<file path="config.mk">
export PLATFORM = sky130hd
export DESIGN_NAME = timer_status_irq_regs
export DESIGN_NICKNAME = d
export VERILOG_FILES = /design/src/timer_irq_pkg.sv /design/src/cause_flag_bank.sv /design/src/timer_status_irq_regs.sv
export SDC_FILE = /design/constraint.sdc
export NUM_CORES = 1
export LEC_CHECK = 0
export BUFFER_PORTS_ARGS = -buffer_cell sky130_fd_sc_hd__buf_2
export CAP_MARGIN = 20
export CORE_AREA = 2 2 134 123
export DETAILED_ROUTE_END_ITERATION = 16
export DIE_AREA = 0 0 136 125
export HOLD_SLACK_MARGIN = 0.15
export PLACE_DENSITY = 0.8
export SYNTH_ARGS = -nofsm -noshare
export SYNTH_HDL_FRONTEND = slang
export SYNTH_SLANG_ARGS = --single-unit
export TNS_END_PERCENT = 100
</file>
<file path="constraint.sdc">
create_clock -name hclk -period 2.65 [get_ports hclk]
set_input_delay 0.1325 -clock hclk [delete_from_list [all_inputs] [get_ports hclk]]
set_output_delay 0.1325 -clock hclk [all_outputs]
set_load 0.02 [all_outputs]
</file>
<file path="src/timer_irq_pkg.sv">
// constants and carrier types for the timer status and interrupt block
package timer_irq_pkg;
    localparam int unit_count = 6;
    localparam int flag_count = 14;
    // byte offsets on the register bus
    localparam logic [7:0] off_counter_status = 8'h00;
    localparam logic [7:0] off_interrupt_flags = 8'h04;
    localparam logic [7:0] off_interrupt_enables = 8'h08;
    localparam logic [7:0] off_cc_control_base = 8'h10;
    localparam logic [7:0] off_irq_status = 8'h28;
    localparam logic [7:0] off_irq_mask = 8'h2c;
    // counter status field positions
    localparam int pos_running = 0;
    localparam int pos_direction = 1;
    localparam int pos_capture_level = 2;
    // interrupt flag field positions
    localparam int pos_counter_zero = 0;
    localparam int pos_counter_max = 1;
    localparam int pos_unit_base = 2;
    localparam logic [15:0] flags_reset = 16'h0000;
    localparam logic [15:0] enables_reset = 16'h0000;
    localparam logic [15:0] cc_control_reset = 16'h0000;
    localparam logic [15:0] cc_control_mask = 16'hff7f;
    localparam logic [15:0] flag_field_mask = 16'h3fff;
    localparam logic [1:0] irq_status_reset = 2'h0;
    localparam logic [1:0] htrans_nonseq = 2'h2;
    localparam logic [2:0] hsize_word = 3'h2;

    typedef struct packed {
        logic [5:0] capture_overwrite;
        logic [5:0] compare_capture;
        logic counter_max;
        logic counter_zero;
    } cause_events_t;

    typedef struct packed {
        logic [5:0] capture_level;
        logic count_up;
        logic counter_running;
    } counter_state_t;

    typedef enum logic [1:0] {
        phase_idle,
        phase_write,
        phase_read
    } bus_phase_t;
endpackage : timer_irq_pkg

</file>
<file path="src/cause_flag_bank.sv">
// sticky cause flags with write-one-to-clear and enable gating
`timescale 1ns/1ps
module cause_flag_bank (
    input wire logic hclk,
    input wire logic hresetn,
    input wire logic clk_en,
    input wire logic [15:0] present_mask,
    input wire logic [15:0] set_bits,
    input wire logic [15:0] clear_bits,
    input wire logic enable_we,
    input wire logic [15:0] enable_wdata,
    output logic [15:0] flags,
    output logic [15:0] enables,
    output logic irq_request
);
    logic [15:0] next_flags;
    logic [15:0] next_enables;

    // set beats clear in the same cycle
    assign next_flags = ((flags & ~clear_bits) | set_bits) & present_mask;
    assign next_enables = enable_we ? (enable_wdata & present_mask) : enables;
    assign irq_request = |(flags & enables);

    always_ff @(posedge hclk or negedge hresetn) begin
        if (!hresetn) begin
            flags <= timer_irq_pkg::flags_reset;
            enables <= timer_irq_pkg::enables_reset;
        end else if (clk_en) begin
            flags <= next_flags;
            enables <= next_enables;
        end
    end

    property p_set_holds;
        @(posedge hclk) disable iff (!hresetn)
        (clk_en && |(set_bits & present_mask)) |=> ((flags & $past(set_bits & present_mask))
            == $past(set_bits & present_mask));
    endproperty
    a_set_holds: assert property (p_set_holds) else $error("cause event lost");

    property p_clear_one;
        @(posedge hclk) disable iff (!hresetn)
        (clk_en && |(clear_bits & ~set_bits & flags))
            |=> ((flags & $past(clear_bits & ~set_bits)) == 16'h0000);
    endproperty
    a_clear_one: assert property (p_clear_one) else $error("flag not cleared");

    property p_hold_no_event;
        @(posedge hclk) disable iff (!hresetn)
        (clk_en && set_bits == 16'h0000 && clear_bits == 16'h0000) |=> $stable(flags);
    endproperty
    a_hold_no_event: assert property (p_hold_no_event) else $error("flag moved");

    property p_absent_zero;
        @(posedge hclk) disable iff (!hresetn)
        ((flags | enables) & ~present_mask) == 16'h0000;
    endproperty
    a_absent_zero: assert property (p_absent_zero) else $error("absent bit set");

    property p_enable_write;
        @(posedge hclk) disable iff (!hresetn)
        (clk_en && enable_we) |=> enables == $past(enable_wdata & present_mask);
    endproperty
    a_enable_write: assert property (p_enable_write) else $error("enable wrong");

    property p_irq_or;
        @(posedge hclk) disable iff (!hresetn)
        irq_request == ((flags & enables) != 16'h0000);
    endproperty
    a_irq_or: assert property (p_irq_or) else $error("irq mismatch");
endmodule : cause_flag_bank

</file>
<file path="src/timer_status_irq_regs.sv">
// status and interrupt registers of one timer channel, ahb-lite slave
//
// Notes on behaviour
// - status bits 7..2 show the live level of capture inputs 0..5.
// - a capture input that is not present always reads 0.
// - status bit 1 shows count direction, 1 up, 0 down.
// - status bit 0 reads 1 while the counter runs.
// - a cause sets its flag, which holds until software clears it.
// - writing 1 clears a flag, 0 leaves it; flags reset to 0.
// - bit 0 zero, bit 1 max, units on bits 2..13, bits 15..14 zero.
// - one enable per flag at the same position, resets to 0.
// - flags and enables of absent units are fixed at 0.
`timescale 1ns/1ps
module timer_status_irq_regs #(
    parameter logic [5:0] unit_present = 6'h3f
) (
    input wire logic hclk,
    input wire logic hresetn,
    input wire logic clk_en,
    input wire logic hsel,
    input wire logic [31:0] haddr,
    input wire logic [1:0] htrans,
    input wire logic hwrite,
    input wire logic [2:0] hsize,
    input wire logic [31:0] hwdata,
    input wire logic hready,
    output logic [31:0] hrdata,
    output logic hreadyout,
    output logic hresp,
    input wire logic [5:0] capture_input_pin,
    input wire logic count_up,
    input wire logic counter_running,
    input wire timer_irq_pkg::cause_events_t cause_events,
    output logic [15:0] compare_capture_control [6],
    output logic channel_irq,
    output logic irq
);
    logic [5:0] pin_meta;
    logic [5:0] pin_sync;
    timer_irq_pkg::counter_state_t state_now;
    timer_irq_pkg::bus_phase_t phase;
    logic [7:0] data_addr;
    logic [15:0] flags;
    logic [15:0] enables;
    logic [15:0] present_mask;
    logic [15:0] set_bits;
    logic [15:0] clear_bits;
    logic [15:0] status_word;
    logic [1:0] irq_status;
    logic [1:0] irq_mask;
    logic [1:0] irq_events;
    logic [1:0] irq_clear;
    logic irq_request;
    logic prev_irq_request;
    logic prev_running;
    logic addr_valid;
    logic write_phase;
    logic read_phase;
    logic [31:0] read_mux;
    logic [2:0] cc_index;
    logic cc_hit;
    logic [3:0] wr_slot;
    logic [3:0] rd_slot;
    logic [2:0] rd_cc_index;
    logic rd_cc_hit;

    // spread unit presence into the flag layout
    function automatic logic [15:0] unit_spread(input logic [5:0] units);
        logic [15:0] m;
        m = 16'h0003;
        for (int i = 0; i < timer_irq_pkg::unit_count; i++) begin
            m[timer_irq_pkg::pos_unit_base + 2 * i] = units[i];
            m[timer_irq_pkg::pos_unit_base + 2 * i + 1] = units[i];
        end
        return m;
    endfunction : unit_spread

    // map cause events to flag positions
    function automatic logic [15:0] event_bits(input timer_irq_pkg::cause_events_t ev);
        logic [15:0] b;
        b = 16'h0000;
        b[timer_irq_pkg::pos_counter_zero] = ev.counter_zero;
        b[timer_irq_pkg::pos_counter_max] = ev.counter_max;
        for (int i = 0; i < timer_irq_pkg::unit_count; i++) begin
            b[timer_irq_pkg::pos_unit_base + 2 * i] = ev.compare_capture[i];
            b[timer_irq_pkg::pos_unit_base + 2 * i + 1] = ev.capture_overwrite[i];
        end
        return b;
    endfunction : event_bits

    // control word slot of an address: bit 3 hit, bits 2..0 unit index
    function automatic logic [3:0] cc_decode(input logic [7:0] a);
        logic [7:0] rel;
        logic hit;
        rel = a - timer_irq_pkg::off_cc_control_base;
        hit = a >= timer_irq_pkg::off_cc_control_base && a < timer_irq_pkg::off_irq_status
            && a[1:0] == 2'h0;
        return {hit, rel[4:2]};
    endfunction : cc_decode

    // pins are asynchronous; two stages before use
    always_ff @(posedge hclk or negedge hresetn) begin
        if (!hresetn) begin
            pin_meta <= 6'h00;
            pin_sync <= 6'h00;
        end else if (clk_en) begin
            pin_meta <= capture_input_pin;
            pin_sync <= pin_meta;
        end
    end

    assign state_now.capture_level = pin_sync & unit_present;
    assign state_now.count_up = count_up;
    assign state_now.counter_running = counter_running;

    assign status_word = {8'h00, state_now.capture_level, state_now.count_up,
        state_now.counter_running};

    assign present_mask = unit_spread(unit_present) & timer_irq_pkg::flag_field_mask;
    assign set_bits = event_bits(cause_events);
    assign write_phase = (phase == timer_irq_pkg::phase_write);
    assign read_phase = (phase == timer_irq_pkg::phase_read);
    assign clear_bits = (write_phase && data_addr == timer_irq_pkg::off_interrupt_flags)
        ? hwdata[15:0] : 16'h0000;

    cause_flag_bank flag_bank (
        .hclk(hclk),
        .hresetn(hresetn),
        .clk_en(clk_en),
        .present_mask(present_mask),
        .set_bits(set_bits),
        .clear_bits(clear_bits),
        .enable_we(write_phase && data_addr == timer_irq_pkg::off_interrupt_enables),
        .enable_wdata(hwdata[15:0]),
        .flags(flags),
        .enables(enables),
        .irq_request(irq_request)
    );

    assign channel_irq = irq_request;

    // bus address phase
    assign addr_valid = hsel && hready && htrans == timer_irq_pkg::htrans_nonseq;
    assign hreadyout = 1'b1;
    assign hresp = 1'b0;

    always_ff @(posedge hclk or negedge hresetn) begin
        if (!hresetn) begin
            phase <= timer_irq_pkg::phase_idle;
            data_addr <= 8'h00;
        end else if (clk_en) begin
            if (addr_valid) begin
                phase <= hwrite ? timer_irq_pkg::phase_write : timer_irq_pkg::phase_read;
                data_addr <= haddr[7:0];
            end else begin
                phase <= timer_irq_pkg::phase_idle;
            end
        end
    end

    // compare/capture control, one word per unit
    assign wr_slot = cc_decode(data_addr);
    assign cc_hit = wr_slot[3];
    assign cc_index = wr_slot[2:0];
    assign rd_slot = cc_decode(haddr[7:0]);
    assign rd_cc_hit = rd_slot[3];
    assign rd_cc_index = rd_slot[2:0];

    always_ff @(posedge hclk or negedge hresetn) begin
        if (!hresetn) begin
            for (int i = 0; i < timer_irq_pkg::unit_count; i++) begin
                compare_capture_control[i] <= timer_irq_pkg::cc_control_reset;
            end
        end else if (clk_en && write_phase && cc_hit && unit_present[cc_index]) begin
            compare_capture_control[cc_index] <= hwdata[15:0] & timer_irq_pkg::cc_control_mask;
        end
    end

    // system interrupt wrapper: bit 0 request rose, bit 1 counter stopped
    assign irq_events = {prev_running && !counter_running, irq_request && !prev_irq_request};
    // clear only what the read returned, so a newer event survives
    assign irq_clear = (read_phase && data_addr == timer_irq_pkg::off_irq_status)
        ? hrdata[1:0] : 2'h0;

    always_ff @(posedge hclk or negedge hresetn) begin
        if (!hresetn) begin
            irq_status <= timer_irq_pkg::irq_status_reset;
            irq_mask <= timer_irq_pkg::irq_status_reset;
            prev_irq_request <= 1'b0;
            prev_running <= 1'b0;
        end else if (clk_en) begin
            irq_status <= (irq_status & ~irq_clear) | irq_events;
            prev_irq_request <= irq_request;
            prev_running <= counter_running;
            if (write_phase && data_addr == timer_irq_pkg::off_irq_mask) begin
                irq_mask <= hwdata[1:0];
            end
        end
    end

    assign irq = |(irq_status & irq_mask);

    // read mux on the address-phase address; a read right behind a write sees old data
    always_comb begin
        read_mux = 32'h0000_0000;
        if (rd_cc_hit) begin
            read_mux = {16'h0000, compare_capture_control[rd_cc_index]};
        end else begin
            case (haddr[7:0])
                timer_irq_pkg::off_counter_status: read_mux = {16'h0000, status_word};
                timer_irq_pkg::off_interrupt_flags: read_mux = {16'h0000, flags};
                timer_irq_pkg::off_interrupt_enables: read_mux = {16'h0000, enables};
                timer_irq_pkg::off_irq_status: read_mux = {30'h0, irq_status};
                timer_irq_pkg::off_irq_mask: read_mux = {30'h0, irq_mask};
                default: read_mux = 32'h0000_0000;
            endcase
        end
    end

    always_ff @(posedge hclk or negedge hresetn) begin
        if (!hresetn) begin
            hrdata <= 32'h0000_0000;
        end else if (clk_en) begin
            hrdata <= 32'h0000_0000;
            // loaded at the address phase, stands through the data phase
            if (addr_valid && !hwrite) begin
                hrdata <= read_mux;
            end
        end
    end

    property p_status_levels;
        @(posedge hclk) disable iff (!hresetn)
        status_word[7:2] == (pin_sync & unit_present);
    endproperty
    a_status_levels: assert property (p_status_levels) else $error("level bits wrong");

    property p_absent_pin;
        @(posedge hclk) disable iff (!hresetn)
        (status_word[7:2] & ~unit_present) == 6'h00;
    endproperty
    a_absent_pin: assert property (p_absent_pin) else $error("absent pin reads 1");

    property p_direction;
        @(posedge hclk) disable iff (!hresetn)
        status_word[1] == count_up;
    endproperty
    a_direction: assert property (p_direction) else $error("direction wrong");

    property p_running;
        @(posedge hclk) disable iff (!hresetn)
        status_word[0] == counter_running && status_word[15:8] == 8'h00;
    endproperty
    a_running: assert property (p_running) else $error("running bit wrong");

    property p_top_zero;
        @(posedge hclk) disable iff (!hresetn)
        flags[15:14] == 2'h0 && enables[15:14] == 2'h0;
    endproperty
    a_top_zero: assert property (p_top_zero) else $error("bits 15..14 set");

    property p_zero_event;
        @(posedge hclk) disable iff (!hresetn)
        (clk_en && cause_events.counter_zero) |=> flags[0];
    endproperty
    a_zero_event: assert property (p_zero_event) else $error("zero flag missed");

    property p_flags_read;
        @(posedge hclk) disable iff (!hresetn)
        (clk_en && addr_valid && !hwrite && haddr[7:0] == timer_irq_pkg::off_interrupt_flags)
            |=> hrdata == {16'h0000, $past(flags)};
    endproperty
    a_flags_read: assert property (p_flags_read) else $error("flag read data wrong");

    property p_enables_read;
        @(posedge hclk) disable iff (!hresetn)
        (clk_en && addr_valid && !hwrite && haddr[7:0] == timer_irq_pkg::off_interrupt_enables)
            |=> hrdata == {16'h0000, $past(enables)};
    endproperty
    a_enables_read: assert property (p_enables_read) else $error("enable read wrong");

    property p_status_read;
        @(posedge hclk) disable iff (!hresetn)
        (clk_en && addr_valid && !hwrite && haddr[7:0] == timer_irq_pkg::off_counter_status)
            |=> hrdata[1:0] == {$past(count_up), $past(counter_running)};
    endproperty
    a_status_read: assert property (p_status_read) else $error("status read wrong");

    property p_level_sync;
        @(posedge hclk) disable iff (!hresetn)
        clk_en |=> pin_meta == $past(capture_input_pin) && pin_sync == $past(pin_meta);
    endproperty
    a_level_sync: assert property (p_level_sync) else $error("pin sync wrong");

    property p_enables_hold;
        @(posedge hclk) disable iff (!hresetn)
        !(clk_en && write_phase && data_addr == timer_irq_pkg::off_interrupt_enables)
            |=> $stable(enables);
    endproperty
    a_enables_hold: assert property (p_enables_hold) else $error("enable moved");

    property p_freeze;
        @(posedge hclk) disable iff (!hresetn)
        !clk_en |=> $stable(flags) && $stable(enables) && $stable(pin_sync);
    endproperty
    a_freeze: assert property (p_freeze) else $error("state moved while frozen");
endmodule : timer_status_irq_regs
</file>
Word-level counts from Yosys, hierarchy flattened
Memory sizes are Yosys's and may differ from the RTL's.
Index checks and enable logic that the tools add are counted.
{ "classes": {"reduce_logical": 28, "add_sub_neg": 2, "bitwise": 10, "order_cmp": 8, "mux": 14, "eq_ne": 11} }
{ "op_table": {"columns": ["operator", "count"], "rows": [
  ["$bwmux W96", 1],
  ["$pmux W14 S5", 1],
  ["$mux W16", 4],
  ["$bmux W16 S3", 1],
  ["$demux W16 S3", 1],
  ["$eq A8 B6 Y1 const B", 4],
  ["$mux W32", 1],
  ["$and A14 B14 Y14", 2],
  ["$logic_and A1 B1 Y1", 17],
  ["$eq A8 B3 Y1 const B", 2],
  ["$eq A8 B4 Y1 const B", 2],
  ["$ge A8 B5 Y1 const B", 2],
  ["$lt A8 B6 Y1 const B", 2],
  ["$reduce_or A16 Y1", 1],
  ["$mux W14", 1],
  ["$not A14 Y14", 1],
  ["$or A14 B14 Y14", 1],
  ["$sub A5 B5 Y5 const B", 2],
  ["$ge A4 B4 Y1 const B", 2],
  ["$logic_not A8 Y1", 1],
  ["$not A3 Y4", 2],
  ["$mux W2", 3],
  ["$reduce_and A2 Y1", 3],
  ["$and A2 B2 Y2", 2],
  ["other kinds (10)", 14]
]} }
{ "totals": {"reg_bits": 184, "romBits": 8, "n_memories": 1, "elab_cells": 91, "inputBits": 97, "output_inout_bits": 132} }
{ "mem_list": {"columns": ["name", "depth", "word_bits", "read_ports", "rd_clocked_by_memory_dff", "write_ports", "line", "source"], "rows": [
  ["(no name shown)", 8, 1, 1, 0, 0, "timer_status_irq_regs.sv:174", "end else if (clk_en && write_phase && cc_hit && unit_present[cc_index]) begin"]
]} }

Logic depth before layout (Yosys ltp)
{ "logic_depth": {"depth_word": 7, "depth_mapped": 8, "ltp_nobuf": 4} }

Hierarchy
A second synthesis with hierarchy kept.
{ "unflattened": {"hier_cells": 702, "hier_area_um2": 8266.7} }
{ "by_module_without_submodules": {"columns": ["mod", "seq_area_each_um2", "n_inst", "cells_per_inst", "area_per_inst_um2"], "rows": [
  ["timer_status_irq_regs", 3353.2, 1, 543, 6787.8],
  ["cause_flag_bank", 800.8, 1, 159, 1478.9]
]} }

Least setup slack after synthesis
OpenSTA, ideal clock, no wires.
{ "synth_path": {"kind": "flip-flop to flip-flop", "from": "register data_addr[6]", "to": "register compare_capture_control[10] (netlist bit)", "t_required_ns": 2.525, "n_path_buf": 2, "synth_period_minus_slack_ns": 2.284, "t_arrival_ns": 2.160, "setup_time_ns": 0.125, "path_slack_ns": 0.366, "path_stages_with_launch": 7, "cell_sequence": "dfrtp_1 or4_4 nor4_4 and3_1 buf_2 buf_6 mux2_2"} }
{ "synth_via": {"elab_chain_len": 5, "elab_cells_between_ends": 6, "classes_between": "order compare (2); reduce/logical (4)"} }
{ "synth_lines": {"columns": ["element", "line", "source"], "rows": [
  ["from (decl)", "timer_status_irq_regs.sv:42", "logic [7:0] data_addr;"],
  ["from (signal assigned)", "timer_status_irq_regs.sv:154", "data_addr <= haddr[7:0];"],
  ["$ge A8 B5 Y1 / $lt A8 B6 Y1 (equally long branches)", "timer_status_irq_regs.sv:96", "hit = a >= timer_irq_pkg::off_cc_control_base && a < timer_irq_pkg::off_irq_status"],
  ["$logic_and A1 B1 Y1 (*)", "timer_status_irq_regs.sv:96", null],
  ["$logic_and A1 B1 Y1 (*)", "timer_status_irq_regs.sv:97", "&& a[1:0] == 2'h0;"],
  ["$logic_and A1 B1 Y1 (*) (2 in series)", "timer_status_irq_regs.sv:174", null],
  ["to (signal, indexed assignment)", "timer_status_irq_regs.sv:172", "compare_capture_control[i] <= timer_irq_pkg::cc_control_reset;"],
  ["to (signal, indexed assignment)", "timer_status_irq_regs.sv:175", "compare_capture_control[cc_index] <= hwdata[15:0] & timer_irq_pkg::cc_control_mask;"],
  ["to (decl)", "timer_status_irq_regs.sv:34", "output logic [15:0] compare_capture_control [6],"]
]} }
Mark *: on every way between the ends. The rest lies on a longest branch, timed or not.
A chain may end at the register's enable or synchronous reset.

Worst setup path after layout
{ "layout_path": {"from": "register data_addr[6]", "to": "register flag_bank.flags[2]"} }
{ "layout_via": {"elab_chain_len": 6} }
{ "layout_lines": {"columns": ["element", "line", "source"], "rows": [
  ["$eq A8 B3 Y1", "timer_status_irq_regs.sv:123", "assign clear_bits = (write_phase && data_addr == timer_irq_pkg::off_interrupt_flags)"],
  ["$logic_and A1 B1 Y1", "timer_status_irq_regs.sv:123", null],
  ["$mux W14", "timer_status_irq_regs.sv:124", "? hwdata[15:0] : 16'h0000;"],
  ["$not A14 Y14", "cause_flag_bank.sv:20", "assign next_flags = ((flags & ~clear_bits) | set_bits) & present_mask;"],
  ["$and A14 B14 Y14", "cause_flag_bank.sv:20", null],
  ["$or A14 B14 Y14", "cause_flag_bank.sv:20", null],
  ["to (signal assigned)", "cause_flag_bank.sv:26", "flags <= timer_irq_pkg::flags_reset;"],
  ["to (signal assigned)", "cause_flag_bank.sv:29", "flags <= next_flags;"],
  ["to (decl)", "cause_flag_bank.sv:12", "output logic [15:0] flags,"]
]} }
No other way between the ends.

==> results.md <==
- Final routed DRC violation total: 0
- Leakage power: 5.028 nW
- Critical Path Slowest Stage Cell: or4_4
- Post-Synth XOR/XNOR Area: 0.1127%
- Count of warnings emitted by yosys: 0
- Tightest Pin Transition: 729.8 ps
- Clock transition at path regs: around 70 ps
- Sequence of cells on the critical path: or4_4 -> nor4_4 -> buf_4 -> nand4b_1 -> a22o_1 -> dlygate4sd3_1
- Adder and majority cell fraction of the synthesized area: 0%
- Number of library cell types mapped by synthesis: 51
- Largest stage delay on the critical path: roughly 580 ps
- Maximum number of pins on one net before global-route repair: 68
- Beginning of the worst register-to-register path: data_addr[6]
- Final number of setup-violating endpoints: 0
- Maximum capacitance violations: 0
- Share of synthesized cell area in and, or, nand and nor gates: under 10%
- Number of ports placed on the die boundary: 229
- Number of failing hold endpoints at the final stage: 0
- Largest delay contributor family on the critical path: simple AND/OR/NAND/NOR gates
- Die span in x: 136 um
- Die area: 0.01700 sq mm
- Insertion delay of the later-clocked pin in the worst-skew pair: 430 ps
- Max Fclk: 399.4 MHz
- Fraction of the yosys area taken by sequential cells: 52.18%
- HPWL after detailed placement: roughly 15000 um
- Class of the worst hold path: primary input to asynchronous set/reset pin
- Initial standard-cell utilization of the core: 49.34%
- Final clock period utilization by the worst path: 94.47%
- Vias in the first global route: 6050
- Complex-gate fraction of the synthesized area: 9.937%
- Post-synthesis mux area share: 25.56%
- Share of synthesized flip-flops with an asynchronous set or reset: 100.0%
- Detailed-route wire length per cell: 21.07 um
- Via Count: 5956
- Post-Syn Area: 0.007769 sq mm
- Max Transition Viols Final: 0
- Count of filler cells inserted in the layout: 1220
- DRT Wirelength: 21870 um
- Syn-to-layout area delta: 27.27%
- Number of clock sinks: 162
- Final Util: a little over three fifths
- Worst setup startpoint: data_addr[6]
- CTS tree: yes
- Seq cells post-synth: 162
- Post-layout nets: 915
- Run status: completed
- Kind of capture point of the worst setup path: flop
- Number of gates resized after CTS: 0
- Diodes inserted: 0
- Detailed-router iteration count before antenna repair: 5
- Via density per instance: 5.738
- Final standard cell count with taps included and fillers excluded: 1038
- Placed cells: 957
- CP required: 2950 ps
- Commonest non-fill, non-tap cell in the layout: dfrtp_1
- Startpoint type of the worst setup path: flop
- Unrepaired setup endpoints after global routing: false
- Synthesized instance count: approximately 610
- Buffer depth of the longest clock path: 2
- Antenna violations before repair: 0
- Main combinational cell family by area after synthesis: multiplexers
- Remaining global-route overflow: 0
- Wire length of the first global-routing pass: 34400 um
- Commonest non-fill, non-tap cells in the layout: dfrtp_1 (162), buf_2 (160), mux2_2 (133)
- H-tree depth: 4
- Primary FF master, synth: dfrtp_1
- Number of synthesized flops with an enable pin: 0
- Type of the worst setup path: flop to flop
- Number of core rows: 44
- Number of nets still failing antenna checks after routing: 0
- Final critical path time including I/O delays and setup: ~2500 ps
- Sum of buffers and inverters on the critical path: 2
- Total of buffers placed on input and output ports: 161
- Worst Path Arrival: about 2800 ps
- Clock buffer count from CTS: 17
- DRT iter0 DRCs: 418
- Floorplan die height: 125 um
- Largest fanout on the critical path: 8
- Global placement routability congestion: 0.8405
- Clock Skews: 12.97 ps
- Library cell used as clock root buffer: clkbuf_16
- Post-Route Setup TNS: 0 ps
- GR Util All Layers: between 20 and 30%
- Slew HR: 51.35%
- Fraction of final layout cells with drive strength greater than 1: 44.28%
- Core area: 0.01575 sq mm
- Power density over the cells: 586.7 mW/mm^2
- Worst ir drop on vdd: roughly 500 uV
- Syn Area/Cell: about 13 sq um
## per-layer routing
metal  global-route usage, %  vias up  wire length (um)
met5                       0        -                 0
met4                   7.292        0               356
met3                   6.529       25              1480
met2                   41.38      269             10360
met1                   38.11     3032              9670
li1                        -     2630                 -
## layout make-up
| type | instances | area (sq um) | area share, % |
|---|---|---|---|
| clock buffers | 19 | 442.9 | 4.480 |
| multi-input cells | 385 | 3377 | 34.16 |
| clock inverters | 13 | 151.4 | 1.531 |
| flip-flops and latches | 162 | 4054 | 41.00 |
| repair buffers | 238 | 1550 | 15.68 |
| inverters | 14 | 52.55 | 0.5315 |
| well taps | 207 | 259.0 | 2.620 |
## stage by stage
step / instance area, sq um / setup slack [ps] / power, W / hold slack, ps
after floorplan: 7851 / 365.5 / 0.003080 / -163.1
after global placement: 8802 / 333.4 / 0.003308 / 176.3
after detailed placement: 8802 / 291.6 / 0.003323 / 171.9
after CTS: 9887 / 166.8 / 0.005832 / 290.7
after global routing: 9887 / 62.56 / 0.006022 / 312.6
final: 9887 / 146.5 / 0.005801 / 262.6
## flip-flops by register name, summed over array words and instances (netlist names)
name,cells
irq_mask,2
hrdata,16
flag_bank.flags,14
pin_meta,6
phase,2
pin_sync,6
prev_running,1
irq_status,2
prev_irq_request,1
compare_capture_control,90
data_addr,8
flag_bank.enables,14
## synth_stat cells (3+ instances only)
library cell,instances,share of area [%]
dfrtp_1,162,52
mux2_2,133,19
mux2i_1,33,4.3
a21oi_1,29,1.9
buf_4,25,2.4
clkbuf_1,23,1.1
a22o_1,17,1.9
nand4b_1,16,1.8
nor2_1,16,0.77
nand2_1,15,0.72
a22oi_1,14,1.4
inv_1,14,0.68
buf_2,12,0.77
o32ai_1,10,1.1
mux4_2,7,2.0
o22ai_1,7,0.56
buf_1,6,0.29
nor2b_1,6,0.48
o22a_1,5,0.56
o2bb2ai_1,5,0.56
nand2b_1,4,0.32
nor3b_1,4,0.39
o31ai_1,3,0.29
o32a_1,3,0.39
or2_2,3,0.24
## repair_timing
| action | in CTS | in global routing |
|---|---|---|
| hold endpoints to repair | 199 | 0 |
| hold buffers | 49 | 0 |
| setup buffers | 0 | 0 |
## power by group
part	internal, W	switching [W]	leakage [nW]	total, W
clock	0.00143	0.00104	0.282	0.00247
sequential	0.00257	0.0000717	2.13	0.00264
combinational	0.000292	0.000401	2.61	0.000693
## cell families (layout without fill, tap and decap cells)
kind of cell | after synthesis | in the layout
AO/OA/AOI/OAI | 106 | 106
XOR/XNOR | 1 | 1
other | 2 | 24
flip-flops | 162 | 162
multiplexers | 173 | 173
AND/OR/NAND/NOR | 81 | 81
buffers and inverters | 81 | 284
## worst paths after layout
| path | cells past startpoint | slack (ps) | to |
|---|---|---|---|
| max | 6 | 150 | flag_bank.flags[2] |
| min | 2 | 260 | compare_capture_control[75] |
| max reg2reg | 6 | 150 | flag_bank.flags[2] |
| min reg2reg | 1 | 460 | irq_status[0] |
| max in group asynchronous | 3 | 1590 | compare_capture_control[82] |
| min in group hclk | 4 | 300 | phase[0] |
Note: power is estimated with default switching activity, not from simulation.
